[src/logic/urd_pkg.sv]
/*
  Constants, field positions and carrier types for one channel of the
  quad UART register access decoder.
  Assumes an 8-bit host bus with four active-low channel selects,
  all host signals already synchronous to sys_clk.

  // Notes on behaviour
  // - Readiness status at offset 7 is read-only; host writes never change it.
  // - Readiness status reads need any select low, modem bit 2 set, loop-back off.
  // - Line control 0xBF maps offset 6 to pause char one, 4 to resume one.
  // - Line control 0xBF maps offset 7 to pause char two, 5 to resume two.
  // - Line control 0xBF maps offset 2 to the enhanced feature register.
  // - Enhanced enable plus modem bit 6 map offset 6 to flow thresholds.
  // - Same conditions map offset 7 to the FIFO trigger levels.
  // - Modem control bit 7 clear gives prescaler divide-by-one.
  // - Modem control bit 7 set gives prescaler divide-by-four.
  // - Without enhanced enable, writes to enable[7:4], fifo[5:4], modem[7:5] ignored.
  // - Threshold writes only with enhanced enable and modem bit 6; halt above resume.
*/
package urd_pkg;

  localparam int URD_CHANNELS = 4;

  typedef logic [2:0] urd_addr_t;
  typedef logic [7:0] urd_byte_t;

  // Host offsets
  localparam urd_addr_t OFS_0 = 3'h0;
  localparam urd_addr_t OFS_1 = 3'h1;
  localparam urd_addr_t OFS_2 = 3'h2;
  localparam urd_addr_t OFS_3 = 3'h3;
  localparam urd_addr_t OFS_4 = 3'h4;
  localparam urd_addr_t OFS_5 = 3'h5;
  localparam urd_addr_t OFS_6 = 3'h6;
  localparam urd_addr_t OFS_7 = 3'h7;

  // Bank keys and field positions
  localparam urd_byte_t LINE_ENH_BANK = 8'hBF;
  localparam int LINE_DIV_BIT = 7;
  localparam int FEAT_ENH_BIT = 4;
  localparam int MODEM_RDY_EN_BIT = 2;
  localparam int MODEM_LOOP_BIT = 4;
  localparam int MODEM_EXT_BIT = 6;
  localparam int MODEM_PRESCALE_BIT = 7;

  // Bits writable only with enhanced enable
  localparam urd_byte_t INT_EN_ENH_MASK = 8'hF0;
  localparam urd_byte_t FIFO_CTL_ENH_MASK = 8'h30;
  localparam urd_byte_t MODEM_ENH_MASK = 8'hE0;

  localparam urd_byte_t REG_RESET = 8'h00;
  localparam urd_byte_t READ_IDLE = 8'h00;

  // Prescaler ratios
  localparam int PRESCALE_SLOW = 4;
  localparam logic [1:0] PRESCALE_LAST = 2'(PRESCALE_SLOW - 1);
  localparam logic [1:0] PRESCALE_ZERO = 2'h0;

  typedef struct packed {
    urd_byte_t div_low;
    urd_byte_t div_high;
    urd_byte_t feature;
    urd_byte_t line_ctl;
    urd_byte_t modem_ctl;
    urd_byte_t int_enable;
    urd_byte_t fifo_ctl;
    urd_byte_t resume_one;
    urd_byte_t resume_two;
    urd_byte_t pause_one;
    urd_byte_t pause_two;
    urd_byte_t thresholds;
    urd_byte_t trig_levels;
    urd_byte_t scratch;
  } urd_cfg_s;

  // Live status supplied by the rest of the channel
  typedef struct packed {
    urd_byte_t rx_data;
    urd_byte_t int_ident;
    urd_byte_t line_stat;
    urd_byte_t modem_stat;
    urd_byte_t fifo_ready;
  } urd_stat_s;

endpackage

[src/logic/urd_decode.sv]
/*
  Register access decoder for one UART channel: bank selection from
  line control, enhanced enable and modem control, write gating, the
  shared FIFO readiness read and the input clock prescaler.
  Assumes host strobes and selects are synchronous to sys_clk and held
  low for at least two clocks per access.
*/
`timescale 1ns/1ps
module urd_decode #(
  parameter int CHAN = 0
) (
  input wire logic sys_clk,
  input wire logic arst_n,
  input wire logic [urd_pkg::URD_CHANNELS-1:0] chan_select_n,
  input wire urd_pkg::urd_addr_t host_addr,
  input wire logic host_rd_n,
  input wire logic host_wr_n,
  input wire urd_pkg::urd_byte_t host_d_in,
  output urd_pkg::urd_byte_t host_d_out,
  output logic host_d_oe,
  input wire urd_pkg::urd_stat_s chan_stat,
  output urd_pkg::urd_cfg_s chan_cfg,
  output logic tx_load,
  output urd_pkg::urd_byte_t tx_data,
  output logic rx_take,
  output logic prescale_tick
);
  import urd_pkg::*;

  urd_cfg_s cfg_q;
  logic wr_n_q;
  logic rd_n_q;
  logic own_sel;
  logic any_sel;
  logic wr_evt;
  logic rd_evt;
  logic enh_bank;
  logic div_bank;
  logic enh_on;
  logic ext_on;
  logic rdy_on;
  logic rdy_hit;
  urd_byte_t rd_d;
  urd_byte_t rd_q;
  urd_byte_t tx_q;
  logic tx_load_q;
  logic rx_take_q;
  logic [1:0] pre_cnt_q;
  logic pre_tick_q;

  assign own_sel = ~chan_select_n[CHAN];
  assign any_sel = ~&chan_select_n;
  assign wr_evt = own_sel && !host_wr_n && wr_n_q;
  assign rd_evt = !host_rd_n && rd_n_q;
  assign enh_bank = cfg_q.line_ctl == LINE_ENH_BANK;
  assign div_bank = cfg_q.line_ctl[LINE_DIV_BIT];
  assign enh_on = cfg_q.feature[FEAT_ENH_BIT];
  assign ext_on = enh_on && cfg_q.modem_ctl[MODEM_EXT_BIT];
  // Readiness is visible through any channel select
  assign rdy_on = any_sel && cfg_q.modem_ctl[MODEM_RDY_EN_BIT]
                  && !cfg_q.modem_ctl[MODEM_LOOP_BIT];
  // One term for mux and drive enable, so both agree on bank exclusions
  assign rdy_hit = rdy_on && host_addr == OFS_7 && !enh_bank
                   && !(own_sel && div_bank);

  // Strobe history for single-shot write and read side effects
  always_ff @(posedge sys_clk or negedge arst_n) begin
    if (!arst_n) begin
      wr_n_q <= 1'b1;
      rd_n_q <= 1'b1;
    end else begin
      wr_n_q <= host_wr_n;
      rd_n_q <= host_rd_n;
    end
  end

  // Register writes, decoded by bank
  always_ff @(posedge sys_clk or negedge arst_n) begin
    if (!arst_n) begin
      cfg_q <= '{default: REG_RESET};
    end else if (wr_evt) begin
      if (host_addr == OFS_3) begin
        cfg_q.line_ctl <= host_d_in;
      end else if (enh_bank) begin
        if (host_addr == OFS_0) begin
          cfg_q.div_low <= host_d_in;
        end else if (host_addr == OFS_1) begin
          cfg_q.div_high <= host_d_in;
        end else if (host_addr == OFS_2) begin
          cfg_q.feature <= host_d_in;
        end else if (host_addr == OFS_4) begin
          cfg_q.resume_one <= host_d_in;
        end else if (host_addr == OFS_5) begin
          cfg_q.resume_two <= host_d_in;
        end else if (host_addr == OFS_6) begin
          cfg_q.pause_one <= host_d_in;
        end else begin
          cfg_q.pause_two <= host_d_in;
        end
      end else if (div_bank && host_addr == OFS_0) begin
        cfg_q.div_low <= host_d_in;
      end else if (div_bank && host_addr == OFS_1) begin
        cfg_q.div_high <= host_d_in;
      end else if (host_addr == OFS_1) begin
        cfg_q.int_enable <= enh_on ? host_d_in
          : (cfg_q.int_enable & INT_EN_ENH_MASK) | (host_d_in & ~INT_EN_ENH_MASK);
      end else if (host_addr == OFS_2) begin
        cfg_q.fifo_ctl <= enh_on ? host_d_in
          : (cfg_q.fifo_ctl & FIFO_CTL_ENH_MASK) | (host_d_in & ~FIFO_CTL_ENH_MASK);
      end else if (host_addr == OFS_4) begin
        // Prescale select lives in the guarded top bits
        cfg_q.modem_ctl <= enh_on ? host_d_in
          : (cfg_q.modem_ctl & MODEM_ENH_MASK) | (host_d_in & ~MODEM_ENH_MASK);
      end else if (host_addr == OFS_6 && ext_on) begin
        // No check that halt exceeds resume; software owns that
        cfg_q.thresholds <= host_d_in;
      end else if (host_addr == OFS_7 && ext_on) begin
        cfg_q.trig_levels <= host_d_in;
      end else if (host_addr == OFS_7 && !rdy_hit) begin
        // Scratch only while readiness is hidden; a readiness write changes nothing unless ext_on sends it to trig_levels
        cfg_q.scratch <= host_d_in;
      end
    end
  end

  // Read mux, same bank order as writes
  always_comb begin
    rd_d = READ_IDLE;
    if (rdy_hit) begin
      rd_d = chan_stat.fifo_ready;
    end else if (!own_sel) begin
      rd_d = READ_IDLE;
    end else if (host_addr == OFS_3) begin
      rd_d = cfg_q.line_ctl;
    end else if (enh_bank) begin
      if (host_addr == OFS_0) begin
        rd_d = cfg_q.div_low;
      end else if (host_addr == OFS_1) begin
        rd_d = cfg_q.div_high;
      end else if (host_addr == OFS_2) begin
        rd_d = cfg_q.feature;
      end else if (host_addr == OFS_4) begin
        rd_d = cfg_q.resume_one;
      end else if (host_addr == OFS_5) begin
        rd_d = cfg_q.resume_two;
      end else if (host_addr == OFS_6) begin
        rd_d = cfg_q.pause_one;
      end else begin
        rd_d = cfg_q.pause_two;
      end
    end else if (div_bank && host_addr == OFS_0) begin
      rd_d = cfg_q.div_low;
    end else if (div_bank && host_addr == OFS_1) begin
      rd_d = cfg_q.div_high;
    end else if (host_addr == OFS_0) begin
      rd_d = chan_stat.rx_data;
    end else if (host_addr == OFS_1) begin
      rd_d = cfg_q.int_enable;
    end else if (host_addr == OFS_2) begin
      rd_d = chan_stat.int_ident;
    end else if (host_addr == OFS_4) begin
      rd_d = cfg_q.modem_ctl;
    end else if (host_addr == OFS_5) begin
      rd_d = chan_stat.line_stat;
    end else if (host_addr == OFS_6) begin
      rd_d = ext_on ? cfg_q.thresholds : chan_stat.modem_stat;
    end else begin
      rd_d = ext_on ? cfg_q.trig_levels : cfg_q.scratch;
    end
  end

  // Read data held in flops so the bus sees a stable byte
  always_ff @(posedge sys_clk or negedge arst_n) begin
    if (!arst_n) begin
      rd_q <= READ_IDLE;
    end else if (!host_rd_n) begin
      rd_q <= rd_d;
    end
  end

  assign host_d_out = rd_q;
  assign host_d_oe = !host_rd_n && !rd_n_q
                     && (own_sel || rdy_hit);

  // Data port side effects: one pulse per access
  always_ff @(posedge sys_clk or negedge arst_n) begin
    if (!arst_n) begin
      tx_q <= REG_RESET;
      tx_load_q <= 1'b0;
      rx_take_q <= 1'b0;
    end else begin
      tx_load_q <= wr_evt && host_addr == OFS_0 && !div_bank && !enh_bank;
      rx_take_q <= rd_evt && own_sel && host_addr == OFS_0 && !div_bank && !enh_bank;
      if (wr_evt && host_addr == OFS_0 && !div_bank && !enh_bank) begin
        tx_q <= host_d_in;
      end
    end
  end

  // Input clock prescaler ahead of the baud generator
  always_ff @(posedge sys_clk or negedge arst_n) begin
    if (!arst_n) begin
      pre_cnt_q <= PRESCALE_ZERO;
      pre_tick_q <= 1'b0;
    end else if (cfg_q.modem_ctl[MODEM_PRESCALE_BIT]) begin
      pre_tick_q <= pre_cnt_q == PRESCALE_LAST;
      pre_cnt_q <= (pre_cnt_q == PRESCALE_LAST) ? PRESCALE_ZERO : pre_cnt_q + 2'h1;
    end else begin
      pre_tick_q <= 1'b1;
      pre_cnt_q <= PRESCALE_ZERO;
    end
  end

  assign chan_cfg = cfg_q;
  assign tx_load = tx_load_q;
  assign tx_data = tx_q;
  assign rx_take = rx_take_q;
  assign prescale_tick = pre_tick_q;

endmodule

[config.mk]
export PLATFORM = sky130hd
export DESIGN_NAME = urd_decode
export DESIGN_NICKNAME = d
export VERILOG_FILES = /design/src/logic/urd_pkg.sv /design/src/logic/urd_decode.sv
export SDC_FILE = /design/constraint.sdc
export NUM_CORES = 1
export LEC_CHECK = 0
export ABC_AREA = 1
export BUFFER_PORTS_ARGS = -buffer_cell sky130_fd_sc_hd__buf_2
export CAP_MARGIN = 20
export CORE_ASPECT_RATIO = 1.1
export CORE_UTILIZATION = 30
export CTS_CLUSTER_DIAMETER = 30
export DETAILED_ROUTE_END_ITERATION = 7
export GPL_TIMING_DRIVEN = 0
export SLEW_MARGIN = 20
export SYNTH_ARGS = -nofsm -noshare
export SYNTH_HDL_FRONTEND = slang
export SYNTH_SLANG_ARGS = --single-unit
[constraint.sdc]
create_clock -name sys_clk -period 5.1 [get_ports sys_clk]
set_clock_uncertainty 0.15 [all_clocks]
set_input_delay 0 -clock sys_clk [delete_from_list [all_inputs] [get_ports sys_clk]]
set_output_delay 0 -clock sys_clk [all_outputs]
set_load 0.1 [all_outputs]
## Word-level counts from Yosys, hierarchy flattened

Cells that the tools add are included.

- $add $sub $neg: 1
- Equality and inequality tests: 13
- Mux-type cells: 35
- Bitwise logic cells: 16
- Reductions and logical operators: 52

Operators by type and width:

| operator | number |
|---|---|
| $mux 8 | 30 |
| $mux 16 | 2 |
| $reduce_and 9->1 | 3 |
| $logic_and 1x1->1 | 24 |
| $reduce_and 6->1 | 3 |
| $reduce_and 8->1 | 2 |
| $reduce_and 7->1 | 2 |
| $not 1->1 | 13 |
| $eq 3x3->1 const B | 4 |
| $reduce_and 11->1 | 1 |
| $reduce_and 10->1 | 1 |
| $logic_not 1->1 | 9 |
| $eq 8x8->1 const B | 1 |
| $or 6x8->8 | 1 |
| $or 8x4->8 | 1 |
| $or 8x5->8 | 1 |
| $reduce_and 4->1 | 2 |
| $eq 3x2->1 const B | 2 |
| $mux 2 | 2 |
| $ne 2x1->1 const B | 2 |
| $ne 2x2->1 const B | 2 |
| $reduce_bool 2->1 | 2 |
| $eq 3x1->1 const B | 1 |
| $logic_not 3->1 | 1 |
| other kinds (5) | 5 |

- Register bits after elaboration: 135
- Input bits: 59

## Longest topological paths before layout

- Word-level depth: 14
- Mapped depth: 15
- Gate-level depth less buffers: 14

## Worst setup path before layout

Ideal clock, no wire load.

- Path kind: register -> output
- From: register cfg_q, in the netlist chan_cfg[74]
- To: output port host_d_oe
- Arrival time: 3.727 ns
- Data required time: 4.950 ns
- Setup slack: 1.223 ns
- Stages on the path, launching flop included: 5
- Path through: dfrtp_1 -> inv_1 -> a211oi_1 -> nand4_2 -> a211oi_1

- Longest elaborated chain between the ends: 7

RTL lines:

| element | line | text |
|---|---|---|
| from (decl) | urd_decode.sv:30 | `urd_cfg_s cfg_q;` |
| $logic_and 1x1->1 | urd_decode.sv:60 | `assign rdy_on = any_sel && cfg_q.modem_ctl[MODEM_RDY_EN_BIT]` |
| $logic_and 1x1->1 | urd_decode.sv:61 | `&& !cfg_q.modem_ctl[MODEM_LOOP_BIT];` |
| $logic_and 1x1->1 (2 in series) | urd_decode.sv:63 | `assign rdy_hit = rdy_on && host_addr == OFS_7 && !enh_bank` |
| $logic_and 1x1->1 | urd_decode.sv:64 | `&& !(own_sel && div_bank);` |
| $logic_or 1x1->1 | urd_decode.sv:183 | `&& (own_sel \|\| rdy_hit);` |
| $logic_and 1x1->1 | urd_decode.sv:183 |  |
| to (decl) | urd_decode.sv:20 | `output logic host_d_oe,` |

Every way passes these cells.

## Worst setup path in the final report

- From: register cfg_q, in the netlist chan_cfg[92]
- To: register rd_q[6], in the netlist host_d_out[6]

- Longest elaborated chain between the ends: 14
- Elaborated cells on any way between the ends: 15

RTL lines:

| element | line | text |
|---|---|---|
| $logic_and 1x1->1 (*) | urd_decode.sv:58 | `assign ext_on = enh_on && cfg_q.modem_ctl[MODEM_EXT_BIT];` |
| $mux 8, on equally long branches | urd_decode.sv:168, urd_decode.sv:166 |  |
| $mux 8 (*) | urd_decode.sv:165 | `end else if (host_addr == OFS_6) begin` |
| $mux 8 (*) | urd_decode.sv:163 | `end else if (host_addr == OFS_5) begin` |
| $mux 8 (*) | urd_decode.sv:161 | `end else if (host_addr == OFS_4) begin` |
| $mux 8 (*) | urd_decode.sv:159 | `end else if (host_addr == OFS_2) begin` |
| $mux 8 (*) | urd_decode.sv:157 | `end else if (host_addr == OFS_1) begin` |
| $mux 8 (*) | urd_decode.sv:155 | `end else if (host_addr == OFS_0) begin` |
| $mux 8 (*) | urd_decode.sv:153 | `end else if (div_bank && host_addr == OFS_1) begin` |
| $mux 8 (*) | urd_decode.sv:151 | `end else if (div_bank && host_addr == OFS_0) begin` |
| $mux 8 (*) | urd_decode.sv:135 | `end else if (enh_bank) begin` |
| $mux 8 (*) | urd_decode.sv:133 | `end else if (host_addr == OFS_3) begin` |
| $mux 8 (*) | urd_decode.sv:131 | `end else if (!own_sel) begin` |
| $mux 8 (*) | urd_decode.sv:129 | `if (rdy_hit) begin` |
| to (signal assigned) | urd_decode.sv:177 | `rd_q <= rd_d;` |
| to (decl) | urd_decode.sv:44 | `urd_byte_t rd_q;` |

Every way passes the cells marked *; elsewhere a longest branch is shown, timed or not.
A chain may end at the register's enable or synchronous reset.

==> flow_summary.toml <==
[status]
status = "completed"

[drt]
num_vias = 6592
wire_per_inst_um = 18.7
drtIter0Drc = 522
drt-total-wl_um = 25200
drt-vias-per-instance = 4.89
ant_nets = 0
drc = 0
firstDrtPassIters = 5

[min_path]
worstHoldStart = "chan_stat[34]"
holdCritPathClass = "in -> reg"

[logic_synthesis]
synth_area_leaders = "dfrtp_1 51%, nand2_1 16%, o21ai_0 7.2%, a21oi_1 3.7%, nor2_1 3.4%"
syn_nets = 872
ys_warn_count = 0
synthArstFlopShare_pct = 100
synth.largest_area_cell = "dfrtp_1"
synth_top_area_share_pct = 50.7
netlist_instances = 812
synth_edf_count = 0
synth.distinct_cells = 40
seq_area_frac_synth_pct = 51.5
synth_flop_cell = "dfrtp_1"
avgSynthCellArea_um2 = 8.09
syn_area_mm2 = 0.00657
ys_seq_elements = 135

[clocking]
ctsRootBufferMaster = "clkbuf_16"
post_cts_buffers = 0
clkLatencyLatePin_ns = 0.43
cts_buffers = 17
clk_pin_slew_ns = 0.06
clock_sinks = 135
cts.repair.resized = 0
cts_tree = "built"
htreeDepth = 4
clockBufferDepth = 2

[power_and_ir_drop]
powerDensity_mw_per_mm2 = 393
power.total_mw = 3.44
vdd_drop_max_mv = 0.190
p_comb_share_pct = 28.9
p_seq_share_pct = 35.3
switching_share_pct = 40.1
leakagePower_nw = 4.47
power_switching_mw = 1.38
clkPwrFrac_pct = 35.8
internal_power_mw = 2.06

[floorplan]
ios = 191
start_util_pct = 30.7
die_area_mm2 = 0.0225
die_w_um = 143
rows = 56
die_y_um = 157
core_area_mm2 = 0.0214

[sta]
hold_viol_final = 0
tightest_slew_ns = 0.898
setup_viol_count_final = 0
slew_viol_final = 0
rsz0062_at_grt = "false"
period_share_pct = 58.0
slew_headroom_pct = 40.1
min_period_ns = 2.96
clock.fmax_ghz = 0.338
tns_ns = 0

[setup_path]
crit_cells = 13
endpoint_kind = "flip-flop"
cp_slowest_stage_delay_ns = 0.56
rrSetupSlack_ns = 2.14
ff2ff_path_depth = 13
cp_max_fo = 10
critPathKind = "reg -> reg"
crit_end = "host_d_out[6]"
r2r-start = "chan_cfg[92]"
critical_path.slowest_cell = "dlygate4sd3_1"
crit_arrival_ns = 3.16
crit_buf_inv = 4
path_cells = "buf_2 > nand2_1 > inv_1 > buf_4 > nand2_1 > nand3_1 > nand3_1 > nand3_1 > nand2_1 > a21boi_1 > o21ai_1 > a21oi_1 > dlygate4sd3_1"
start_kind = "flip-flop"
startpoint = "chan_cfg[92]"
path_delay_family = "buffers and inverters"
r2r-end = "host_d_out[6]"
crit_required_ns = 5.31

[grt]
overflow = 0
top_usage_layer = "met2"
use_met1_pct = 29.0
grt_use_met2_pct = 37.3
grt_usage_pct = 22.9
grt_max_degree = 98
grt_pass1_wl_um = 37100
grt_pass1_vias = 6309
antenna_found_initial = 0
grtUsageMet3_pct = 5.72

[place]
portBuffers = 189
place_congestion = 0.915
dp_hpwl_um = 18700

[cells_and_area]
final_common_cell = "nand2_1"
layout_common_cells = "272 x nand2_1, 198 x buf_2, 133 x dfrtp_1"
layout-drive-gt1-share_pct = 28.5
final_util_pct = 40.9
n_fill_cell = 2209
areaGrowthSynthToFinish_pct = 33.2
finalNetCount = 1105

[job]
cap_violations = 0
-- cells in the mapped netlist (4+ instances only) --
library cell / number
buf_4: 6
nor2_1: 59
inv_1: 32
o21ai_0: 95
or2_2: 7
dfrtp_1: 133
inv_2: 7
nand2_2: 4
o21ai_1: 10
nor3_1: 4
nor2_2: 11
nand4_1: 7
o21ai_2: 16
a21oi_1: 49
nand2_1: 272
clkbuf_1: 16
buf_2: 10
nand3_1: 39
-- sequential cells by signal, indices dropped and copies added (netlist names) --
name and flops:
prescale_tick 1, rx_take 1, wr_n_q 1, pre_cnt_q 2, tx_data 8, chan_cfg 112, rd_n_q 1, host_d_out 8
tx_load 1
-- power groups by stage --
stage	clock, mW	sequential, mW	combinational (mW)
after detailed placement	0	1.23	0.978
after floorplan	0	1.78	0.190
final	1.23	1.21	0.994
after global routing	1.29	1.22	1.04
after global placement	0	1.23	0.972
after CTS	1.24	1.21	0.997
-- tightest hold or removal path: cells and delay by family --
| kind | cells | cell delay (ns) |
|---|---|---|
| compound gates | 1 | 0.12 |
| buf+inv | 1 | 0.08 |
| simple gates | 5 | 0.36 |
-- logic make-up after synthesis --
group                      after synthesis  synth area share, %
AOI/OAI and AO/OA                      181                 15.1
adders and majority gates                1                0.191
buffers and inverters                   78                 5.45
DFF                                    135                 51.5
and+or+nand+nor                        417                 27.8
-- cell type report --
type | count | area, um^2 | share of cell area [%]
diodes | 2 | 5.00 | 0.0572
clock buffers | 19 | 453 | 5.18
repair buffers | 214 | 1230 | 14.1
clock inverters | 12 | 128 | 1.46
inverters | 43 | 165 | 1.89
multi-input cells | 599 | 2830 | 32.3
flip-flops and latches | 135 | 3380 | 38.6
well taps | 290 | 363 | 4.15
plain buffers | 35 | 193 | 2.20
-- worst min-delay path by stage --
stage,slack [ns],to,depth (start not counted)
2_1_floorplan,-0.45,chan_cfg[0],0
3_5_place_dp,-0.24,prescale_tick,1
4_1_cts,0.01,host_d_out[0],7
3_3_place_gp,-0.02,rd_n_q,1
6_report,0.03,host_d_out[2],7
5_1_grt,0.04,host_d_out[0],7
-- repair_timing --
action	CTS	global route
hold buffers	24	0
hold endpoints to repair	189	0
endpoints found under the setup margin	0	0
-- per-stage QoR --
step                setup slack (ns)  hold slack [ns]  cells  cell area (um^2)
floorplan                       1.22           -0.446    812              6570
global placement                1.84          -0.0233   1291              7880
detailed placement              2.63           -0.242   1292              7910
CTS                             2.20           0.0134   1347              8740
global route                    1.94           0.0389   1347              8740
finish                          2.14           0.0273   1349              8750
-- routing by layer --
metal | vias to the layer above | wire length (um)
li1 | 3132 | -
met2 | 280 | 12000
met5 | - | 0
met4 | 0 | 746
met3 | 38 | 1890
met1 | 3142 | 10600
Power figures use the tool's default switching activity.
